## src/common/acg_consts.vh

```
`ifndef ACG_CONSTS_VH
`define ACG_CONSTS_VH
`define ACG_SRC_MCLK        2'h0
`define ACG_SRC_BCLK        2'h1
`define ACG_SRC_PIN2        2'h2
`define ACG_GP1_INPUT       2'h0
`define ACG_GP1_CLKOUT      2'h1
`define ACG_GP1_ADC_FRAME   2'h2
`define ACG_MCLK_PER_REF    9'h100
`define ACG_REF_DIV_LOG2    8
`define ACG_NOPLL_INC       26'h0000002
`define ACG_CLKOUT_INC      26'h0000004
`define ACG_FRAC_SCALE      26'h0002710
`define ACG_PLL_DIV         26'h0000008
`define ACG_Q_MIN           5'h02
`define ACG_Q_MAX           5'h11
`define ACG_P_MIN           4'h1
`define ACG_P_MAX           4'h8
`define ACG_R_MIN           5'h01
`define ACG_R_MAX           5'h10
`define ACG_J_MIN           6'h01
`define ACG_D_MAX           14'h270F
`define ACG_N_MIN           5'h02
`define ACG_N_MAX           5'h11
`define ACG_RATIO_MIN       4'h2
`define ACG_RATIO_MAX       4'hC
`define ACG_FRAME_SINGLE    11'h080
`define ACG_FRAME_DUAL      11'h040
`endif

```

## src/logic/acg_clock_gen.v

```verilog
`timescale 1ns/1ps
`include "acg_consts.vh"
module acg_clock_gen (
    input  wire        sys_clk,
    input  wire        rst,
    input  wire        mclk,
    input  wire        bclk,
    input  wire        gp2_in,
    input  wire        gp1_in,
    input  wire        pll_enable,
    input  wire [1:0]  divider_source_clock,
    input  wire [1:0]  pll_source_clock,
    input  wire [4:0]  div_q,
    input  wire [3:0]  pll_p,
    input  wire [4:0]  pll_r,
    input  wire [5:0]  pll_j,
    input  wire [13:0] pll_d,
    input  wire        clock_output_source_select,
    input  wire [1:0]  clkout_m_code,
    input  wire [4:0]  clkout_n,
    input  wire [3:0]  dac_rate_ratio,
    input  wire [3:0]  adc_rate_ratio,
    input  wire        dac_dual,
    input  wire        adc_dual,
    input  wire        conv_powered,
    input  wire [1:0]  gp1_func,
    output reg         conv_mclk_tick,
    output reg         fs_ref_tick,
    output reg         dac_frame_tick,
    output reg         adc_frame_tick,
    output reg         adc_mod_tick,
    output reg         word_clock,
    output reg         gp1_out,
    output reg         gp1_oe_n
);

    // Previous samples of the three candidate clock inputs
    reg        mclk_q;
    reg        bclk_q;
    reg        pin2_q;
    // Rising edges; the inputs are already synchronous to sys_clk
    wire       mclk_rise = mclk & ~mclk_q;
    wire       bclk_rise = bclk & ~bclk_q;
    wire       pin2_rise = gp2_in & ~pin2_q;

    // Active (shadow) settings, only reloaded on a tick boundary or while the synthesiser is idle
    reg        pll_en_q;
    reg [1:0]  div_src_q;
    reg [1:0]  pll_src_q;
    reg [4:0]  q_q;
    reg [3:0]  p_q;
    reg [4:0]  r_q;
    reg [5:0]  j_q;
    reg [13:0] d_q;
    reg        mux_q;
    reg [3:0]  m_q;
    reg [4:0]  n_q;

    // Clamped requests, so a bad value never yields a zero divisor
    wire [4:0]  q_c = (div_q < `ACG_Q_MIN) ? `ACG_Q_MIN :
                      (div_q > `ACG_Q_MAX) ? `ACG_Q_MAX : div_q;
    wire [3:0]  p_c = (pll_p < `ACG_P_MIN) ? `ACG_P_MIN :
                      (pll_p > `ACG_P_MAX) ? `ACG_P_MAX : pll_p;
    wire [4:0]  r_c = (pll_r < `ACG_R_MIN) ? `ACG_R_MIN :
                      (pll_r > `ACG_R_MAX) ? `ACG_R_MAX : pll_r;
    wire [5:0]  j_c = (pll_j < `ACG_J_MIN) ? `ACG_J_MIN : pll_j;
    wire [13:0] d_c = (pll_d > `ACG_D_MAX) ? `ACG_D_MAX : pll_d;
    wire [4:0]  n_c = (clkout_n < `ACG_N_MIN) ? `ACG_N_MIN :
                      (clkout_n > `ACG_N_MAX) ? `ACG_N_MAX : clkout_n;
    wire [3:0]  m_c = 4'h1 << clkout_m_code;

    reg div_edge;
    always @* begin
        case (div_src_q)
            `ACG_SRC_MCLK: div_edge = mclk_rise;
            `ACG_SRC_BCLK: div_edge = bclk_rise;
            `ACG_SRC_PIN2: div_edge = pin2_rise;
            default:       div_edge = mclk_rise;
        endcase
    end

    // PLL input select; pin two also allowed for pass-through use
    reg pll_edge;
    always @* begin
        case (pll_src_q)
            `ACG_SRC_MCLK: pll_edge = mclk_rise;
            `ACG_SRC_BCLK: pll_edge = bclk_rise;
            `ACG_SRC_PIN2: pll_edge = pin2_rise;
            default:       pll_edge = mclk_rise;
        endcase
    end

    // Multiplier K*R scaled by 10000, used by both synthesisers
    // J.D fractional multiplier
    wire [25:0] k_scaled = {20'h00000, j_q} * `ACG_FRAC_SCALE + {12'h000, d_q};
    wire [25:0] kr_scaled = k_scaled * {21'h000000, r_q};

    // Converter master clock synthesiser: ticks at 256 x reference
    // PLL ratio KR/(8P) on master
    wire [25:0] cm_inc = pll_en_q ? kr_scaled : `ACG_NOPLL_INC;
    wire [25:0] cm_thr = pll_en_q ?
                         (`ACG_PLL_DIV * `ACG_FRAC_SCALE * {22'h000000, p_q}) :
                         {21'h000000, q_q};
    wire        cm_edge = pll_en_q ? pll_edge : div_edge;
    reg  [26:0] cm_acc_q;
    // A backlog past 2^26 drops further edges: the output already ticks on
    // every sys_clk, and without this a saturated sum would wrap round
    wire [26:0] cm_sum = cm_acc_q + ((cm_edge & ~cm_acc_q[26]) ? {1'b0, cm_inc} : 27'h0000000);
    // Excess drains one tick per sys_clk; output rate saturates at sys_clk
    wire        cm_hit = (cm_sum >= {1'b0, cm_thr});

    // Pin one clock output synthesiser: ticks at twice the pin frequency
    // mux one: 4/(M*N) ticks per edge
    wire        co_pll = ~mux_q & pll_en_q;
    wire [25:0] mn     = {22'h000000, m_q} * {21'h000000, n_q};
    // Twice the pin frequency: 4*K*R scaled, over M*N*P scaled
    wire [25:0] co_inc = co_pll ? {kr_scaled[23:0], 2'b00} : `ACG_CLKOUT_INC;
    wire [25:0] co_thr = co_pll ? (mn * `ACG_FRAC_SCALE * {22'h000000, p_q}) : mn;
    wire        co_edge = co_pll ? pll_edge : div_edge;
    reg  [26:0] co_acc_q;
    // Same backlog limit as the master synthesiser
    wire [26:0] co_sum = co_acc_q + ((co_edge & ~co_acc_q[26]) ? {1'b0, co_inc} : 27'h0000000);
    wire        co_hit = (co_sum >= {1'b0, co_thr});
    reg         co_level_q;

    // Settings load only on a synthesiser tick or while it is idle,
    // so a changed ratio never cuts a half-period short
    // glitch-free reload
    wire        cm_load = cm_hit | (cm_acc_q == 27'h0000000);
    wire        co_load = co_hit | (co_acc_q == 27'h0000000);

    // Input edge history; runs through reset so that a pin already high
    // at release is not taken for a fresh rising edge
    always @(posedge sys_clk) begin
        mclk_q <= mclk;
        bclk_q <= bclk;
        pin2_q <= gp2_in;
    end

    // Shadow settings reload
    always @(posedge sys_clk) begin
        if (rst) begin
            pll_en_q  <= 1'b0;
            div_src_q <= `ACG_SRC_MCLK;
            pll_src_q <= `ACG_SRC_MCLK;
            q_q       <= `ACG_Q_MIN;
            p_q       <= `ACG_P_MIN;
            r_q       <= `ACG_R_MIN;
            j_q       <= `ACG_J_MIN;
            d_q       <= 14'h0000;
            mux_q     <= 1'b0;
            m_q       <= 4'h1;
            n_q       <= `ACG_N_MIN;
        end else begin
            // Shared fields change only when both synthesisers agree
            if (cm_load & co_load) begin
                pll_en_q  <= pll_enable;
                div_src_q <= divider_source_clock;
                pll_src_q <= pll_source_clock;
                p_q       <= p_c;
                r_q       <= r_c;
                j_q       <= j_c;
                d_q       <= d_c;
            end
            if (cm_load) begin
                q_q <= q_c;
            end
            if (co_load) begin
                mux_q <= clock_output_source_select;
                m_q   <= m_c;
                n_q   <= n_c;
            end
        end
    end

    // Phase accumulators for both synthesisers
    // external clock drives both
    always @(posedge sys_clk) begin
        if (rst) begin
            cm_acc_q   <= 27'h0000000;
            co_acc_q   <= 27'h0000000;
            co_level_q <= 1'b0;
        end else begin
            cm_acc_q <= cm_hit ? (cm_sum - {1'b0, cm_thr}) : cm_sum;
            co_acc_q <= co_hit ? (co_sum - {1'b0, co_thr}) : co_sum;
            // clock out runs regardless of converter power
            if (co_hit) begin
                co_level_q <= ~co_level_q;
            end
        end
    end

    // Reference and frame dividers, counted in master ticks
    reg  [7:0]  ref_cnt_q;
    reg  [10:0] dac_cnt_q;
    reg  [10:0] adc_cnt_q;
    reg         mod_ph_q;
    reg         adc_level_q;
    wire [3:0]  dac_n2 = (dac_rate_ratio < `ACG_RATIO_MIN) ? `ACG_RATIO_MIN :
                         (dac_rate_ratio > `ACG_RATIO_MAX) ? `ACG_RATIO_MAX : dac_rate_ratio;
    wire [3:0]  adc_n2 = (adc_rate_ratio < `ACG_RATIO_MIN) ? `ACG_RATIO_MIN :
                         (adc_rate_ratio > `ACG_RATIO_MAX) ? `ACG_RATIO_MAX : adc_rate_ratio;
    // frame length 128*2N or 64*2N master ticks
    wire [10:0] dac_len = (dac_dual ? `ACG_FRAME_DUAL : `ACG_FRAME_SINGLE) * {7'h00, dac_n2};
    wire [10:0] adc_len = (adc_dual ? `ACG_FRAME_DUAL : `ACG_FRAME_SINGLE) * {7'h00, adc_n2};
    wire        run = conv_powered & cm_hit;
    wire        dac_end = (dac_cnt_q >= dac_len - 11'h001);
    wire        adc_end = (adc_cnt_q >= adc_len - 11'h001);

    // Converter timing chain, held while the converters are powered down
    always @(posedge sys_clk) begin
        if (rst) begin
            ref_cnt_q      <= 8'h00;
            dac_cnt_q      <= 11'h000;
            adc_cnt_q      <= 11'h000;
            mod_ph_q       <= 1'b0;
            adc_level_q    <= 1'b0;
            conv_mclk_tick <= 1'b0;
            fs_ref_tick    <= 1'b0;
            dac_frame_tick <= 1'b0;
            adc_frame_tick <= 1'b0;
            adc_mod_tick   <= 1'b0;
            word_clock     <= 1'b0;
        end else begin
            conv_mclk_tick <= run;
            fs_ref_tick    <= run & (ref_cnt_q == 8'hFF);
            dac_frame_tick <= run & (dac_cnt_q == 11'h000);
            adc_frame_tick <= run & (adc_cnt_q == 11'h000);
            adc_mod_tick   <= run & (adc_dual | mod_ph_q);
            if (run) begin
                ref_cnt_q <= ref_cnt_q + 8'h01;
                mod_ph_q  <= ~mod_ph_q;
                dac_cnt_q <= dac_end ? 11'h000 : dac_cnt_q + 11'h001;
                adc_cnt_q <= adc_end ? 11'h000 : adc_cnt_q + 11'h001;
                // word clock high for first half of frame
                word_clock  <= (dac_cnt_q < {1'b0, dac_len[10:1]});
                adc_level_q <= (adc_cnt_q < {1'b0, adc_len[10:1]});
            end
        end
    end

    // General pin one driver; enable is active low
    always @(posedge sys_clk) begin
        if (rst) begin
            gp1_out  <= 1'b0;
            gp1_oe_n <= 1'b1;
        end else begin
            case (gp1_func)
                `ACG_GP1_CLKOUT: begin
                    gp1_out  <= co_level_q;
                    gp1_oe_n <= 1'b0;
                end
                `ACG_GP1_ADC_FRAME: begin
                    gp1_out  <= adc_level_q;
                    gp1_oe_n <= 1'b0;
                end
                default: begin
                    gp1_out  <= 1'b0;
                    gp1_oe_n <= 1'b1;
                end
            endcase
        end
    end

endmodule // acg_clock_gen

```

## config.mk

```make
export PLATFORM = sky130hd
export DESIGN_NAME = acg_clock_gen
export DESIGN_NICKNAME = d
export VERILOG_FILES = /design/src/logic/acg_clock_gen.v
export VERILOG_INCLUDE_DIRS = /design/src /design/src/common
export SDC_FILE = /design/constraint.sdc
export NUM_CORES = 1
export LEC_CHECK = 0
export ABC_AREA = 1
export ABC_CLOCK_PERIOD_IN_PS = 9500
export BUFFER_PORTS_ARGS = -buffer_cell sky130_fd_sc_hd__buf_2
export CORE_AREA = 4 4 201 203
export DETAILED_ROUTE_END_ITERATION = 16
export DIE_AREA = 0 0 205 207
export PLACE_DENSITY_LB_ADDON = 0.05
export SLEW_MARGIN = 20
export SYNTH_ARGS = -nofsm -noshare
export SYNTH_HDL_FRONTEND = slang
export SYNTH_SLANG_ARGS = --single-unit
```

## constraint.sdc

```tcl
create_clock -name sys_clk -period 9.5 [get_ports sys_clk]
set_input_delay 1.9 -clock sys_clk [delete_from_list [all_inputs] [get_ports sys_clk]]
set_output_delay 1.9 -clock sys_clk [all_outputs]
set_load 0.05 [all_outputs]
```

==> results.py <==
metrics = {
    "place": {
        "numPortBuffers": 72,
        "gp_congestion": 0.956,
        "dp_slack_ns": -0.876,
        "hpwl_um": 50400,
        "dp_cells": 4162,
    },
    "sta": {
        "relSlewSlack_pct": 37.7,
        "worst_pin_slew_ns": 0.934,
        "max_clock_freq_ghz": 0.0978,
        "rsz0062_at_grt": "true",
        "maxSlewViolCount": 0,
        "hold_viol_final": 0,
        "postLayoutSetupSlackWorst_ns": -0.720,
        "skew_ns": 0.0109,
        "period_minus_slack_ns": 10.22,
        "finalSetupViolCount": 72,
        "fin_tns_setup_ns": -42.31,
        "min_period_over_period_pct": 108,
    },
    "final_layout": {
        "fillerInstances": 3107,
        "multiInputGateArea_sq_um": 18900,
        "regArea_sq_um": 2960,
        "final_cells": 4268,
        "syn2layout_area_growth_pct": 26.6,
        "nNetsFinal": 4233,
        "drive_gt1_share_pct": 24.1,
        "diodes": 0,
    },
    "clock_network": {
        "cts_root_buf": "clkbuf_16",
        "clkSlewWorstSetupHoldPaths_ns": 0.07,
        "htreeDepth": 4,
        "numClockSinks": 147,
        "cts_buffer_depth": 2,
        "tritoncts": "built",
        "cts-buffers-inserted": 17,
        "clk_latency_ns": 0.48,
    },
    "grt": {
        "antenna_found_initial": 0,
        "grt_pass1_wl_um": 104000,
        "grt_pass1_vias": 22000,
        "track_usage_pct": 29.4,
        "grt_start_max_net_pins": 67,
        "overflow": 0,
    },
    "logic_synthesis": {
        "synthesis.area_sq_um": 22600,
        "synth_area_leaders": "ha_1 17%, dfxtp_1 13%, nand2_1 12%",
        "syn_area_per_cell_sq_um": 6.69,
        "async_reset_ff_share_pct": 0,
        "netlist_instances": 3371,
        "ys_seq_area_share_pct": 13.0,
        "synth_flop_cell": "dfxtp_1",
        "yosysTopAreaCellShare_pct": 16.8,
        "yosysWarningCount": 0,
        "synth-edff-count": 0,
        "ys_seq_elements": 147,
        "synth.distinct_cells": 61,
        "synthTopCellsByCount": "746 x nand2_1, 539 x inv_1, 396 x nor2_1",
        "yosys.area.top_type": "ha_1",
        "synthMostInstantiatedCell": "nand2_1",
    },
    "routing": {
        "wl_per_cell_um": 15.5,
        "num_vias": 23100,
        "routed_wl_um": 66100,
        "vias_per_cell": 5.41,
        "ant_nets": 0,
        "route.detailed.drc": 0,
        "first_pass_iters": 8,
        "drt_iter0_markers": 1558,
    },
    "floorplanning": {
        "dieArea_sq_um": 42400,
        "io_pins": 74,
        "row_count": 72,
        "core_sq_um": 38500,
        "initial_core_util_pct": 58.7,
        "chipHeight_um": 207,
        "fp.dieW_um": 205,
    },
    "run_status": {
        "status": "finished, violations left",
        "violations": "negative setup slack",
    },
    "worst_setup_path": {
        "cp_top_family": "adder cells",
        "crit_path_end_kind": "register",
        "crit_top_cell": "fa_1",
        "worstSetupPathType": "register to register",
        "arrival_ns": 10.62,
        "path_buf_inv": 14,
        "crit_slowest_cell": "fa_1",
        "cp-start-kind": "register",
        "critPathMaxFanout": 6,
        "slowest_delay_ns": 0.55,
        "worstPathRequired_ns": 9.90,
    },
    "job": {
        "maxCapViolCount": 0,
    },
    "worst_hold_path": {
        "hold_class": "register to register",
    },
}
[metal layers]
metal	global-route usage [%]	share of wire [%]	up-vias
li1	-	-	11500
met3	3.24	4.2	142
met4	11.0	3.9	0
met2	50.4	49	564
met1	38.1	43	10800
met5	0	0	-
[tightest hold or removal path: stages (launching register included)]
cell and delay (ns):
dfxtp_1 0.34, nand2_1 0.07, nor2_1 0.04
[final timing paths]
| check | startpoint | to | slack, ns | cells past startpoint |
|---|---|---|---|---|
| setup / recovery | m_q[2] | j_q[1] | -0.72 | 53 |
| hold / removal | ref_cnt_q[7] | fs_ref_tick | 0.48 | 2 |
| setup reg to reg | m_q[2] | j_q[1] | -0.72 | 53 |
| hold reg to reg | ref_cnt_q[7] | fs_ref_tick | 0.48 | 2 |
[per-stage QoR]
| stage | utilization [%] | hold WS [ns] | area, sq um |
|---|---|---|---|
| global route | 74.2 | 0.503 | 28600 |
| floorplan | - | 0.422 | 22800 |
| CTS | 70.1 | 0.481 | 27000 |
| detailed placement | 66.2 | 0.470 | 25500 |
| global placement | 66.2 | 0.455 | 25500 |
| finish | 74.2 | 0.483 | 28600 |
[registers in the layout, summed over array words and instances (netlist names), 2 cells and up]
register   cells
adc_cnt_q     11
r_q            5
pll_src_q      2
div_src_q      2
ref_cnt_q      8
cm_acc_q      27
dac_cnt_q     11
p_q            4
j_q            6
q_q            5
m_q            4
co_acc_q      27
d_q           14
n_q            5
[repair_timing]
item	4_1_cts	5_1_grt
pin swaps	65	172
buffers inserted	18	43
hold buffers	0	0
setup endpoints to repair	142	142
gates cloned	11	7
gates resized for setup	146	278
[layout make-up]
| class | instances | area share, % |
|---|---|---|
| Clock buffer | 18 | 1.50 |
| Sequential cell | 147 | 10.4 |
| Timing Repair Buffer | 413 | 12.0 |
| Inverter | 549 | 7.30 |
| Timing Repair inverter | 1 | 0.0570 |
| Clock inverter | 14 | 0.421 |
| Multi-Input combinational cell | 2608 | 66.1 |
| Tap cell | 518 | 2.27 |
[cells in the final DEF, fill, tap and decap left out, types with 72 or more instances in the layout]
| cell | n |
|---|---|
| nand3_1 | 115 |
| a21oi_2 | 100 |
| ha_1 | 271 |
| buf_2 | 72 |
| dfxtp_1 | 139 |
| xor2_1 | 91 |
| fa_1 | 125 |
| buf_4 | 300 |
| nand2_1 | 694 |
| inv_1 | 516 |
| o21ai_0 | 84 |
| nor2_1 | 354 |
| a21oi_1 | 185 |
[kinds of logic (layout without fill, tap and decap cells)]
group / count (synthesis) / after routing / share of synthesized area, %
other: 2 / 7 / 0.0333
XOR/XNOR: 162 / 162 / 6.29
flip-flops: 147 / 147 / 13.0
buffers and inverters: 621 / 995 / 10.8
adder cells (fa/ha/maj): 432 / 432 / 28.2
AND/OR/NAND/NOR: 1480 / 1480 / 28.4
AO/OA/AOI/OAI: 527 / 527 / 13.2
Power is left out: the tool's default activity adds up to more than one toggle a clock period on the data nets, which glitch-free logic cannot reach.
